<file path="src/hdl/msd_params.svh">
// Offsets, field positions, reset values and timing counts of the decode block
`ifndef MSD_PARAMS_SVH
`define MSD_PARAMS_SVH

// Configuration register space offsets (low address byte)
`define MSD_OFF_PWR_ZERO   8'hB0
`define MSD_OFF_PWR_TWO    8'hB4
`define MSD_OFF_VMAP       8'hC2
`define MSD_OFF_PAGE       8'hE0
`define MSD_OFF_ID0        8'hF0
`define MSD_OFF_ID1        8'hF1

// Reset values
`define MSD_PAGE_RESET     8'h00
`define MSD_VMAP_RESET     8'h0C
`define MSD_PWR_ZERO_RESET 8'h08
`define MSD_PWR_TWO_RESET  8'h00

// Space-mapping bits
`define MSD_MAP_SRAM_PRG   0
`define MSD_MAP_SEC_PRG    1
`define MSD_MAP_MAIN_PRG   2
`define MSD_MAP_SEC_DATA   3
`define MSD_MAP_MAIN_DATA  4

// Power management bits
`define MSD_TURBO_BIT      3
`define MSD_GATE_LSB       2
`define MSD_GATE_N         5

// Product-term layout of the decode array
`define MSD_KEY_W          24
`define MSD_PT_N           70
`define MSD_PT_MAIN        0
`define MSD_PT_SEC         48
`define MSD_PT_SRAM        60
`define MSD_PT_CFG         63
`define MSD_PT_JTAG        64
`define MSD_PT_PIO         65
`define MSD_PT_ECS         67
`define MSD_PT_PER_SEL     3

// Input bus field positions
`define MSD_BUS_W          82
`define MSD_BUS_ADDR       0
`define MSD_BUS_CNTL       16
`define MSD_BUS_RST        19
`define MSD_BUS_PWRDN      20
`define MSD_BUS_PABC       21
`define MSD_BUS_PD         45
`define MSD_BUS_PF         49
`define MSD_BUS_PAGE       57
`define MSD_BUS_FBA        65
`define MSD_BUS_FBB        73
`define MSD_BUS_RDY        81

// Standby settle time
`define MSD_CLK_PERIOD_NS  10
`define MSD_STANDBY_NS     70
`define MSD_STANDBY_CYC    ((`MSD_STANDBY_NS + `MSD_CLK_PERIOD_NS - 1) / `MSD_CLK_PERIOD_NS)

`endif

</file>
<file path="src/hdl/msd_pkg.sv">
// Types shared by the memory space decode modules
package msd_pkg;

  typedef enum logic [1:0] {
    MSD_PWR_ACTIVE  = 2'b00,
    MSD_PWR_SETTLE  = 2'b01,
    MSD_PWR_STANDBY = 2'b11
  } msd_pwr_t;

endpackage : msd_pkg

</file>
<file path="src/hdl/msd_dec_if.sv">
// Carrier between the control block and the decode array
`timescale 1ns/1ns
interface msd_dec_if;
  logic [15:0] dec_addr;
  logic [7:0]  page;
  logic [15:0] main_hit;
  logic [3:0]  sec_hit;
  logic        sram_hit;
  logic        cfg_hit;
  logic        jtag_hit;
  logic [1:0]  pio_hit;
  logic [2:0]  ecs_hit;

  modport ctrl (output dec_addr, output page,
                input main_hit, input sec_hit, input sram_hit, input cfg_hit,
                input jtag_hit, input pio_hit, input ecs_hit);
  modport arr  (input dec_addr, input page,
                output main_hit, output sec_hit, output sram_hit, output cfg_hit,
                output jtag_hit, output pio_hit, output ecs_hit);
endinterface : msd_dec_if

</file>
<file path="src/hdl/msd_decode_array.sv">
// Programmed product-term decode array with select priority
`timescale 1ns/1ns
`include "msd_params.svh"
module msd_decode_array
  import msd_pkg::*;
#(
  parameter logic [`MSD_PT_N*`MSD_KEY_W-1:0] PT_MASK  = '0,
  parameter logic [`MSD_PT_N*`MSD_KEY_W-1:0] PT_MATCH = '0,
  parameter logic [`MSD_PT_N-1:0]            PT_EN    = '0
) (
  msd_dec_if.arr dec
);

  logic [`MSD_KEY_W-1:0] key;
  logic [`MSD_PT_N-1:0]  term;
  logic [15:0]           main_raw;
  logic [3:0]            sec_raw;
  logic                  high_any;

  function automatic logic term_hit(input logic [`MSD_KEY_W-1:0] k,
                                    input logic [`MSD_KEY_W-1:0] m,
                                    input logic [`MSD_KEY_W-1:0] v);
    term_hit = ((k ^ v) & m) == '0;
  endfunction : term_hit

  function automatic logic or3(input logic [`MSD_PT_N-1:0] t, input int base);
    or3 = t[base] | t[base+1] | t[base+2];
  endfunction : or3

  // Page bits widen every term's key
  assign key = {dec.page, dec.dec_addr};

  genvar g;
  generate
    for (g = 0; g < `MSD_PT_N; g++) begin : g_term
      assign term[g] = PT_EN[g] &&
        term_hit(key, PT_MASK[g*`MSD_KEY_W +: `MSD_KEY_W],
                 PT_MATCH[g*`MSD_KEY_W +: `MSD_KEY_W]);
    end
    for (g = 0; g < 16; g++) begin : g_main
      assign main_raw[g] = or3(term, `MSD_PT_MAIN + g*`MSD_PT_PER_SEL);
    end
    for (g = 0; g < 4; g++) begin : g_sec
      assign sec_raw[g] = or3(term, `MSD_PT_SEC + g*`MSD_PT_PER_SEL);
    end
    for (g = 0; g < 3; g++) begin : g_ecs
      assign dec.ecs_hit[g] = term[`MSD_PT_ECS + g];
    end
  endgenerate

  assign dec.sram_hit  = or3(term, `MSD_PT_SRAM);
  assign dec.cfg_hit   = term[`MSD_PT_CFG];
  assign dec.jtag_hit  = term[`MSD_PT_JTAG];
  assign dec.pio_hit   = term[`MSD_PT_PIO +: 2];

  // SRAM, register space and peripherals beat flash; secondary beats main
  assign high_any     = dec.sram_hit | dec.cfg_hit | (|dec.pio_hit);
  assign dec.sec_hit  = high_any ? 4'h0 : sec_raw;
  assign dec.main_hit = (high_any || (|sec_raw)) ? 16'h0000 : main_raw;

endmodule : msd_decode_array

</file>
<file path="src/hdl/msd_top.sv">
// Memory space decode: host register access, space routing, input bus, standby
`timescale 1ns/1ns
`include "msd_params.svh"
// Behaviour
// - Route program fetches and data reads to memories per space-mapping register.
// - Space-mapping register starts at configured value; host may rewrite it from the second clock after reset.
// - Space-mapping bits 2 and 4 both set: main flash answers both strobes.
// - Eight page bits feed flash sector and SRAM select terms.
// - Page register read and written by host at register space offset E0h.
// - Page bits also offered to the general logic array.
// - Two read-only memory ID registers report the memory configuration.
// - Programmed decode logic works right after power-up without loading.
// - Turbo bit 3 cleared: standby after inputs stable about 70ns.
// - Three control bits (2 to 4) gate host strobes off the logic input bus.
// - Input bus carries 82 signals in the documented groups.
// - Wide-address mode puts A19-A4 on the sixteen address inputs.
// - Decode gives main, four secondary sector and SRAM selects, three terms each.
// - Decode gives register space, test port and two peripheral selects.
// - Decode array produces external chip selects 0 to 2, one term each.
// - SRAM, I/O, peripheral beat flash; secondary beats main on overlap.
module msd_top
  import msd_pkg::*;
#(
  parameter logic [7:0]                      VMAP_INIT = `MSD_VMAP_RESET,
  // Arbitrary neutral identification values
  parameter logic [7:0]                      MEM_ID0   = 8'h00,
  parameter logic [7:0]                      MEM_ID1   = 8'h00,
  parameter logic [`MSD_PT_N*`MSD_KEY_W-1:0] PT_MASK   = {`MSD_PT_N{24'h00_FF00}},
  parameter logic [`MSD_PT_N*`MSD_KEY_W-1:0] PT_MATCH  = {`MSD_PT_N{24'h00_FF00}},
  parameter logic [`MSD_PT_N-1:0]            PT_EN     = 70'h0_0000_0000_0000_0000 |
                                                         (70'h1 << `MSD_PT_CFG),
  parameter int                              SETTLE_W  = 4
) (
  // Clock and reset
  input  wire logic                  mclk,
  input  wire logic                  arst_n,
  // Host bus
  input  wire logic [19:0]           host_addr,
  input  wire logic [7:0]            host_data_in,
  input  wire logic                  host_write_strobe,
  input  wire logic                  host_control_line_one,
  input  wire logic                  program_fetch_strobe,
  input  wire logic                  wide_addr_mode,
  output logic      [7:0]            host_data_out,
  output logic                       host_data_oe,
  // Other input bus sources
  input  wire logic                  system_reset_in,
  input  wire logic                  power_down_input,
  input  wire logic [23:0]           port_abc_inputs,
  input  wire logic [3:0]            port_d_inputs,
  input  wire logic [7:0]            port_f_inputs,
  input  wire logic [7:0]            macrocell_group_a_feedback,
  input  wire logic [7:0]            macrocell_group_b_feedback,
  input  wire logic                  flash_ready,
  // Selects
  output logic      [15:0]           main_flash_sector_selects,
  output logic      [3:0]            secondary_flash_sector_selects,
  output logic                       sram_select,
  output logic                       config_register_space,
  output logic                       jtag_port_select,
  output logic      [1:0]            peripheral_selects,
  output logic      [2:0]            external_chip_selects,
  // Logic array side
  output logic      [7:0]            page_bits,
  output logic      [`MSD_BUS_W-1:0] pld_input_bus,
  output logic                       pld_standby
);

  msd_dec_if dec ();

  logic [7:0]            space_mapping_register;
  logic [7:0]            power_mgmt_register_zero;
  logic [7:0]            power_mgmt_register_two;
  logic [`MSD_BUS_W-1:0] next_bus;
  logic [2:0]            gated_cntl;
  logic                  data_cyc;
  logic                  reg_wr;
  logic                  reg_rd;
  logic                  main_ok;
  logic                  sec_ok;
  logic                  sram_ok;
  logic [7:0]            next_rdata;
  msd_pwr_t              pwr_state;
  msd_pwr_t              next_pwr;
  logic [SETTLE_W-1:0]   settle_cnt;
  logic                  map_loaded;

  // Decode array is fixed logic, live from the first clock
  msd_decode_array #(
    .PT_MASK  (PT_MASK),
    .PT_MATCH (PT_MATCH),
    .PT_EN    (PT_EN)
  ) u_array (
    .dec (dec)
  );

  assign dec.dec_addr = wide_addr_mode ? host_addr[19:4] : host_addr[15:0];
  assign dec.page     = page_bits;

  assign data_cyc = host_control_line_one | host_write_strobe;
  assign reg_wr   = dec.cfg_hit & host_write_strobe;
  assign reg_rd   = dec.cfg_hit & host_control_line_one;

  // Page register
  always_ff @(posedge mclk or negedge arst_n) begin
    if (!arst_n) begin
      page_bits <= `MSD_PAGE_RESET;
    end else if (reg_wr && host_addr[7:0] == `MSD_OFF_PAGE) begin
      page_bits <= host_data_in;
    end
  end

  // Space mapping, rewritable from the second clock after reset
  always_ff @(posedge mclk or negedge arst_n) begin
    if (!arst_n) begin
      space_mapping_register <= `MSD_VMAP_RESET;
      map_loaded             <= 1'b0;
    end else if (!map_loaded) begin
      space_mapping_register <= VMAP_INIT;
      map_loaded             <= 1'b1;
    end else if (reg_wr && host_addr[7:0] == `MSD_OFF_VMAP) begin
      space_mapping_register <= host_data_in;
    end
  end
  // Power management registers
  always_ff @(posedge mclk or negedge arst_n) begin
    if (!arst_n) begin
      power_mgmt_register_zero <= `MSD_PWR_ZERO_RESET;
      power_mgmt_register_two  <= `MSD_PWR_TWO_RESET;
    end else if (reg_wr) begin
      if (host_addr[7:0] == `MSD_OFF_PWR_ZERO) begin
        power_mgmt_register_zero <= host_data_in;
      end
      if (host_addr[7:0] == `MSD_OFF_PWR_TWO) begin
        power_mgmt_register_two <= host_data_in;
      end
    end
  end

  // Register read mux; unmapped offsets read zero
  always_comb begin
    next_rdata = 8'h00;
    unique case (host_addr[7:0])
      `MSD_OFF_PAGE:     next_rdata = page_bits;
      `MSD_OFF_VMAP:     next_rdata = space_mapping_register;
      `MSD_OFF_PWR_ZERO: next_rdata = power_mgmt_register_zero;
      `MSD_OFF_PWR_TWO:  next_rdata = power_mgmt_register_two;
      `MSD_OFF_ID0:      next_rdata = MEM_ID0;
      `MSD_OFF_ID1:      next_rdata = MEM_ID1;
      default:           next_rdata = 8'h00;
    endcase
  end

  always_ff @(posedge mclk or negedge arst_n) begin
    if (!arst_n) begin
      host_data_out <= 8'h00;
      host_data_oe  <= 1'b0;
    end else begin
      host_data_out <= reg_rd ? next_rdata : 8'h00;
      host_data_oe  <= reg_rd;
    end
  end

  // Space routing per strobe
  assign main_ok = (program_fetch_strobe & space_mapping_register[`MSD_MAP_MAIN_PRG]) |
                   (data_cyc & space_mapping_register[`MSD_MAP_MAIN_DATA]);
  assign sec_ok  = (program_fetch_strobe & space_mapping_register[`MSD_MAP_SEC_PRG]) |
                   (data_cyc & space_mapping_register[`MSD_MAP_SEC_DATA]);
  assign sram_ok = (program_fetch_strobe & space_mapping_register[`MSD_MAP_SRAM_PRG]) |
                   data_cyc;

  always_ff @(posedge mclk or negedge arst_n) begin
    if (!arst_n) begin
      main_flash_sector_selects      <= 16'h0000;
      secondary_flash_sector_selects <= 4'h0;
      sram_select                    <= 1'b0;
      config_register_space          <= 1'b0;
      jtag_port_select               <= 1'b0;
      peripheral_selects             <= 2'h0;
      external_chip_selects          <= 3'h0;
    end else begin
      main_flash_sector_selects      <= main_ok ? dec.main_hit : 16'h0000;
      secondary_flash_sector_selects <= sec_ok ? dec.sec_hit : 4'h0;
      sram_select                    <= sram_ok & dec.sram_hit;
      config_register_space          <= data_cyc & dec.cfg_hit;
      jtag_port_select               <= dec.jtag_hit;
      peripheral_selects             <= data_cyc ? dec.pio_hit : 2'h0;
      external_chip_selects          <= dec.ecs_hit;
    end
  end

  // Input bus; blocking a strobe saves toggling power in the arrays
  assign gated_cntl = {program_fetch_strobe, host_control_line_one, host_write_strobe} &
                      ~power_mgmt_register_two[`MSD_GATE_LSB +: 3];
  assign next_bus = {flash_ready, macrocell_group_b_feedback, macrocell_group_a_feedback,
                     page_bits, port_f_inputs, port_d_inputs, port_abc_inputs,
                     power_down_input, system_reset_in, gated_cntl,
                     dec.dec_addr};

  always_ff @(posedge mclk or negedge arst_n) begin
    if (!arst_n) begin
      pld_input_bus <= '0;
    end else begin
      pld_input_bus <= next_bus;
    end
  end

  // Standby tracker; standby costs extra delay on the next change
  always_comb begin
    next_pwr = pwr_state;
    if (power_mgmt_register_zero[`MSD_TURBO_BIT] || next_bus != pld_input_bus) begin
      next_pwr = MSD_PWR_ACTIVE;
    end else begin
      unique case (pwr_state)
        MSD_PWR_ACTIVE:  next_pwr = MSD_PWR_SETTLE;
        MSD_PWR_SETTLE:  next_pwr = (settle_cnt == SETTLE_W'(`MSD_STANDBY_CYC - 1)) ?
                                    MSD_PWR_STANDBY : MSD_PWR_SETTLE;
        MSD_PWR_STANDBY: next_pwr = MSD_PWR_STANDBY;
        default:         next_pwr = MSD_PWR_ACTIVE;
      endcase
    end
  end

  always_ff @(posedge mclk or negedge arst_n) begin
    if (!arst_n) begin
      pwr_state   <= MSD_PWR_ACTIVE;
      settle_cnt  <= '0;
      pld_standby <= 1'b0;
    end else begin
      pwr_state   <= next_pwr;
      settle_cnt  <= (next_pwr == MSD_PWR_ACTIVE) ? '0 : settle_cnt + SETTLE_W'(1);
      pld_standby <= next_pwr == MSD_PWR_STANDBY;
    end
  end

  property p_page_write;
    @(posedge mclk) disable iff (!arst_n)
    (reg_wr && host_addr[7:0] == `MSD_OFF_PAGE) |=> page_bits == $past(host_data_in);
  endproperty
  a_page_write: assert property (p_page_write) else $error("page write lost");

  property p_page_read;
    @(posedge mclk) disable iff (!arst_n)
    (reg_rd && host_addr[7:0] == `MSD_OFF_PAGE) |=>
      host_data_oe && host_data_out == $past(page_bits);
  endproperty
  a_page_read: assert property (p_page_read) else $error("page read wrong");

  property p_id_read;
    @(posedge mclk) disable iff (!arst_n)
    (reg_rd && host_addr[7:0] == `MSD_OFF_ID1) |=> host_data_out == MEM_ID1;
  endproperty
  a_id_read: assert property (p_id_read) else $error("id read wrong");

  property p_main_space;
    @(posedge mclk) disable iff (!arst_n)
    (main_flash_sector_selects != 16'h0000) |->
      $past(program_fetch_strobe && space_mapping_register[`MSD_MAP_MAIN_PRG]) ||
      $past(data_cyc && space_mapping_register[`MSD_MAP_MAIN_DATA]);
  endproperty
  a_main_space: assert property (p_main_space) else $error("main flash off space");

  property p_combined;
    @(posedge mclk) disable iff (!arst_n)
    (space_mapping_register[`MSD_MAP_MAIN_PRG] && space_mapping_register[`MSD_MAP_MAIN_DATA]
     && (program_fetch_strobe || host_control_line_one) && dec.main_hit != 16'h0000)
      |=> main_flash_sector_selects == $past(dec.main_hit);
  endproperty
  a_combined: assert property (p_combined) else $error("combined space miss");

  property p_overlap;
    @(posedge mclk) disable iff (!arst_n)
    (sram_select || config_register_space || (|peripheral_selects) ||
     (|secondary_flash_sector_selects)) |-> main_flash_sector_selects == 16'h0000;
  endproperty
  a_overlap: assert property (p_overlap) else $error("priority broken");

  property p_gate;
    @(posedge mclk) disable iff (!arst_n)
    $past(power_mgmt_register_two[`MSD_GATE_LSB + 1]) |->
      !pld_input_bus[`MSD_BUS_CNTL + 1];
  endproperty
  a_gate: assert property (p_gate) else $error("blocked strobe leaked");

  property p_standby;
    @(posedge mclk) disable iff (!arst_n)
    $rose(pld_standby) |->
      !$past(power_mgmt_register_zero[`MSD_TURBO_BIT]) &&
      $past(pld_input_bus, 6) == pld_input_bus;
  endproperty
  a_standby: assert property (p_standby) else $error("early standby");

  property p_wide;
    @(posedge mclk) disable iff (!arst_n)
    $past(wide_addr_mode) |-> pld_input_bus[`MSD_BUS_ADDR +: 16] == $past(host_addr[19:4]);
  endproperty
  a_wide: assert property (p_wide) else $error("wide address wrong");

endmodule : msd_top

</file>
<file path="config.mk">
export PLATFORM = sky130hd
export DESIGN_NAME = msd_top
export DESIGN_NICKNAME = d
export VERILOG_FILES = /design/src/hdl/msd_pkg.sv /design/src/hdl/msd_dec_if.sv /design/src/hdl/msd_decode_array.sv /design/src/hdl/msd_top.sv
export VERILOG_INCLUDE_DIRS = /design/src /design/src/hdl
export SDC_FILE = /design/constraint.sdc
export NUM_CORES = 1
export LEC_CHECK = 0
export BUFFER_PORTS_ARGS = -buffer_cell sky130_fd_sc_hd__buf_2
export CORE_UTILIZATION = 49
export DETAILED_ROUTE_END_ITERATION = 16
export GPL_TIMING_DRIVEN = 0
export PLACE_DENSITY = 0.92
export REMOVE_ABC_BUFFERS = 1
export SKIP_CTS_REPAIR_TIMING = 1
export SLEW_MARGIN = 5
export SYNTH_ARGS = -nofsm -noshare
export SYNTH_HDL_FRONTEND = slang
export SYNTH_SLANG_ARGS = --single-unit
</file>
<file path="constraint.sdc">
create_clock -name mclk -period 2.65 [get_ports mclk]
set_clock_uncertainty 0.1 [all_clocks]
set_input_delay 0.1325 -clock mclk [delete_from_list [all_inputs] [get_ports mclk]]
set_output_delay 0.1325 -clock mclk [all_outputs]
set_load 0.005 [all_outputs]
</file>
==> run_results.csv <==
group,metric,value,unit
status,outcome,"complete, but fails checks",
status,violations,"negative setup slack",
floorplan,core_area,11000,sq um
sta,whs,55.6,ps
clock_network,cts.sinks,132,
layout,area_delta_synth_final,45.2,%
layout,fin_cells,887,
detailed_routing,drtIter0Drc,345,
sta,period_share,1.00,
floorplan,fp.dieArea,11900,sq um
floorplan,start_util,0.510,
layout,nets,825,
clock_network,clk_pin_slew,60,ps
worst_setup_path,crit_buf_inv,2,
detailed_routing,drc,0,
detailed_routing,routed_via_density,5.48,
power_and_ir_drop,power_density,614,nW/um^2
job,maxCapViolCount,0,
power_and_ir_drop,p_leak,4.01,nW
place,gp_congestion,0.806,
sta,setup_viol,4,
worst_setup_path,crit_type,"in2reg",
grt,grt_use_total,0.247,
yosys,synth_ff_type,"dfrtp_1",
worst_setup_path,critPathSlowestCell,"nor3_1",
sta,worst_slew_pin_slew,1330,ps
yosys,synth_seq_cells,132,
yosys,syn_area,5630,sq um
floorplan,num_io_pins,217,
place,io_buffers,189,
clock_network,clk_latency,420,ps
clock_network,cts-root-buf,"clkbuf_16",
place,dp_hpwl,10400,microns
grt,antenna_found_initial,1,
worst_setup_path,cp-end-kind,"flop",
yosys,seq_area_frac_synth,0.587,
yosys,yosys.area.top_type,"dfrtp_1",
place,dp_cells,762,
grt,grt-ovfl-total,0,
yosys,synth_top_area_share,0.573,
sta,worst_slack,-7.29,ps
detailed_routing,drt_first_pass_iters,5,
clock_network,cts_buffers,17,
yosys,syn_area_per_cell,12.9,sq um
yosys,yosysMostFrequentCell,"dfrtp_1",
sta,tns,-20.9,ps
floorplan,row_count,38,
detailed_routing,wl,17700,microns
grt,grt_pass1_wl,21500,microns
sta,hold_violations,0,
sta,fin_crit,2660,ps
detailed_routing,wl_per_cell,20.0,microns
power_and_ir_drop,max-vdd-ir-drop,0.522,mV
yosys,yosysWarnings,0,
floorplan,die_w,109,microns
yosys,synth_edf_count,0,
yosys,async_flop_share,1.00,
grt,grt_pass1_vias,4283,
sta,slew_viol_final,0,
yosys,synth.area.top_cells,"dfrtp_1 (57%), mux2_2 (7.0%), xnor2_1 (6.2%)",
clock_network,clock_path_buffers,2,
min_path,hold_class,"in2reg",
clock_network,tritoncts,"yes",
layout,drive_above_1_share,0.357,
detailed_routing,via_count,4864,
worst_setup_path,crit_fanout,9,
sta,relSlewSlack,0.105,
worst_setup_path,cp-start-kind,"primary input",
worst_setup_path,arrival,2860,ps
floorplan,die_h,109,microns
yosys,yosys-top-cells-count,"dfrtp_1 (129), xnor2_1 (40), mux2_2 (35), xor2_1 (30), buf_4 (27)",
worst_setup_path,path_delay_family,"simple AND/OR/NAND/NOR gates",
worst_setup_path,cp_slowest_stage_delay,1020,ps
worst_setup_path,worstPathRequired,2850,ps
power_and_ir_drop,power.total,5.02,mW
yosys,ys_types,50,
yosys,syn_inst,437,
worst_setup_path,cp_cell_sequence,"dlygate4sd3_1, buf_2, nand2b_1, nor3_1, nand2_2, mux2_2",
grt,grt_max_degree,78,
sta,max_freq,376,MHz
detailed_routing,final_antenna_net_count,0,
clock_network,cts_htree_levels,4,
==> layout by cell type (no fill, tap or decap), types with 2 or more instances in the layout <==
cell,n
nor3_1,3
clkinvlp_4,5
dfrtp_1,129
bufinv_16,2
ha_1,2
nor4_2,2
xor2_1,30
a21oi_1,9
o21ai_0,2
nor4_1,13
o22ai_1,6
nand4_1,12
dlygate4sd3_1,93
nand2_1,10
nand2_2,2
inv_6,4
mux2_2,35
o2bb2ai_1,2
clkbuf_16,17
nor2b_1,13
a2111oi_0,2
clkinv_4,2
nand3_1,7
o21ai_1,2
inv_1,20
a211oi_1,2
nand3b_1,2
dfstp_2,3
nand2b_1,3
conb_1,28
mux2i_1,10
buf_2,188
nor2_1,6
xnor2_1,40
a22oi_1,19
==> per-stage QoR <==
step	utilization	worst slack, ps	cell area, sq um
2_1_floorplan	-	601	5500
3_3_place_gp	0.600	-257	6620
3_5_place_dp	0.603	-182	6650
4_1_cts	0.656	152	7230
5_1_grt	0.741	-21.8	8170
6_report	0.741	-7.29	8170
==> registers in the layout, indices dropped and copies added, names as in the netlist <==
name and count:
host_data_oe 1, page_bits 8, map_loaded 1, power_mgmt_register_two 8
space_mapping_register 8, host_data_out 8, power_mgmt_register_zero 8, pld_standby 1
pwr_state 2, pld_input_bus 82, config_register_space 1, settle_cnt 4
==> final cells by class <==
type | count | area [sq um]
antenna | 1 | 2.50
clock inverter | 14 | 155
fill | 618 | 2860
inverter | 20 | 75.1
multi-input combinational | 280 | 2120
timing repair buffer | 283 | 1910
sequential | 132 | 3310
tap | 140 | 175
clock buffer | 17 | 425
==> logic make-up after synthesis <==
kind of cell | Yosys count | synth area share
AO/OA/AOI/OAI | 54 | 0.0682
XOR/XNOR | 70 | 0.109
adder cells (fa/ha/maj) | 2 | 0.00444
buffers and inverters | 51 | 0.0538
flip-flops | 132 | 0.587
multiplexers | 46 | 0.0905
other | 2 | 0.00133
AND/OR/NAND/NOR | 80 | 0.0854
==> worst register-to-register path, cell delays in order, from the launching register on <==
cell	delay [ps]
dfrtp_1	470
xor2_1	190
nor4_1	370
nand4_1	200
or4_1	710
nor4_1	350
==> report_power, final <==
part | internal [mW] | switching (mW)
Sequential | 2.08 | 0.0549
Clock | 1.39 | 0.922
Combinational | 0.292 | 0.278
==> final timing paths <==
kind | to | slack (ps) | startpoint | depth (start not counted)
min | pld_input_bus[15] | 60 | host_addr[19] | 3
min in group asynchronous | pld_input_bus[13] | 130 | arst_n | 2
max reg2reg | settle_cnt[2] | 150 | page_bits[1] | 5
max | power_mgmt_register_two[1] | -7 | host_addr[1] | 6
min reg2reg | pld_input_bus[61] | 380 | page_bits[4] | 0
max in group asynchronous | power_mgmt_register_zero[3] | 1530 | arst_n | 3
==> per-layer routing <==
layer | global-route usage | part of all wire | vias to the layer above
met5 | 0 | 0 | -
met2 | 0.434 | 0.53 | 297
li1 | - | - | 2086
met4 | 0.116 | 0.041 | 0
met3 | 0.0711 | 0.072 | 74
met1 | 0.275 | 0.36 | 2407
No activity file was read; power rests on OpenSTA's default activity.
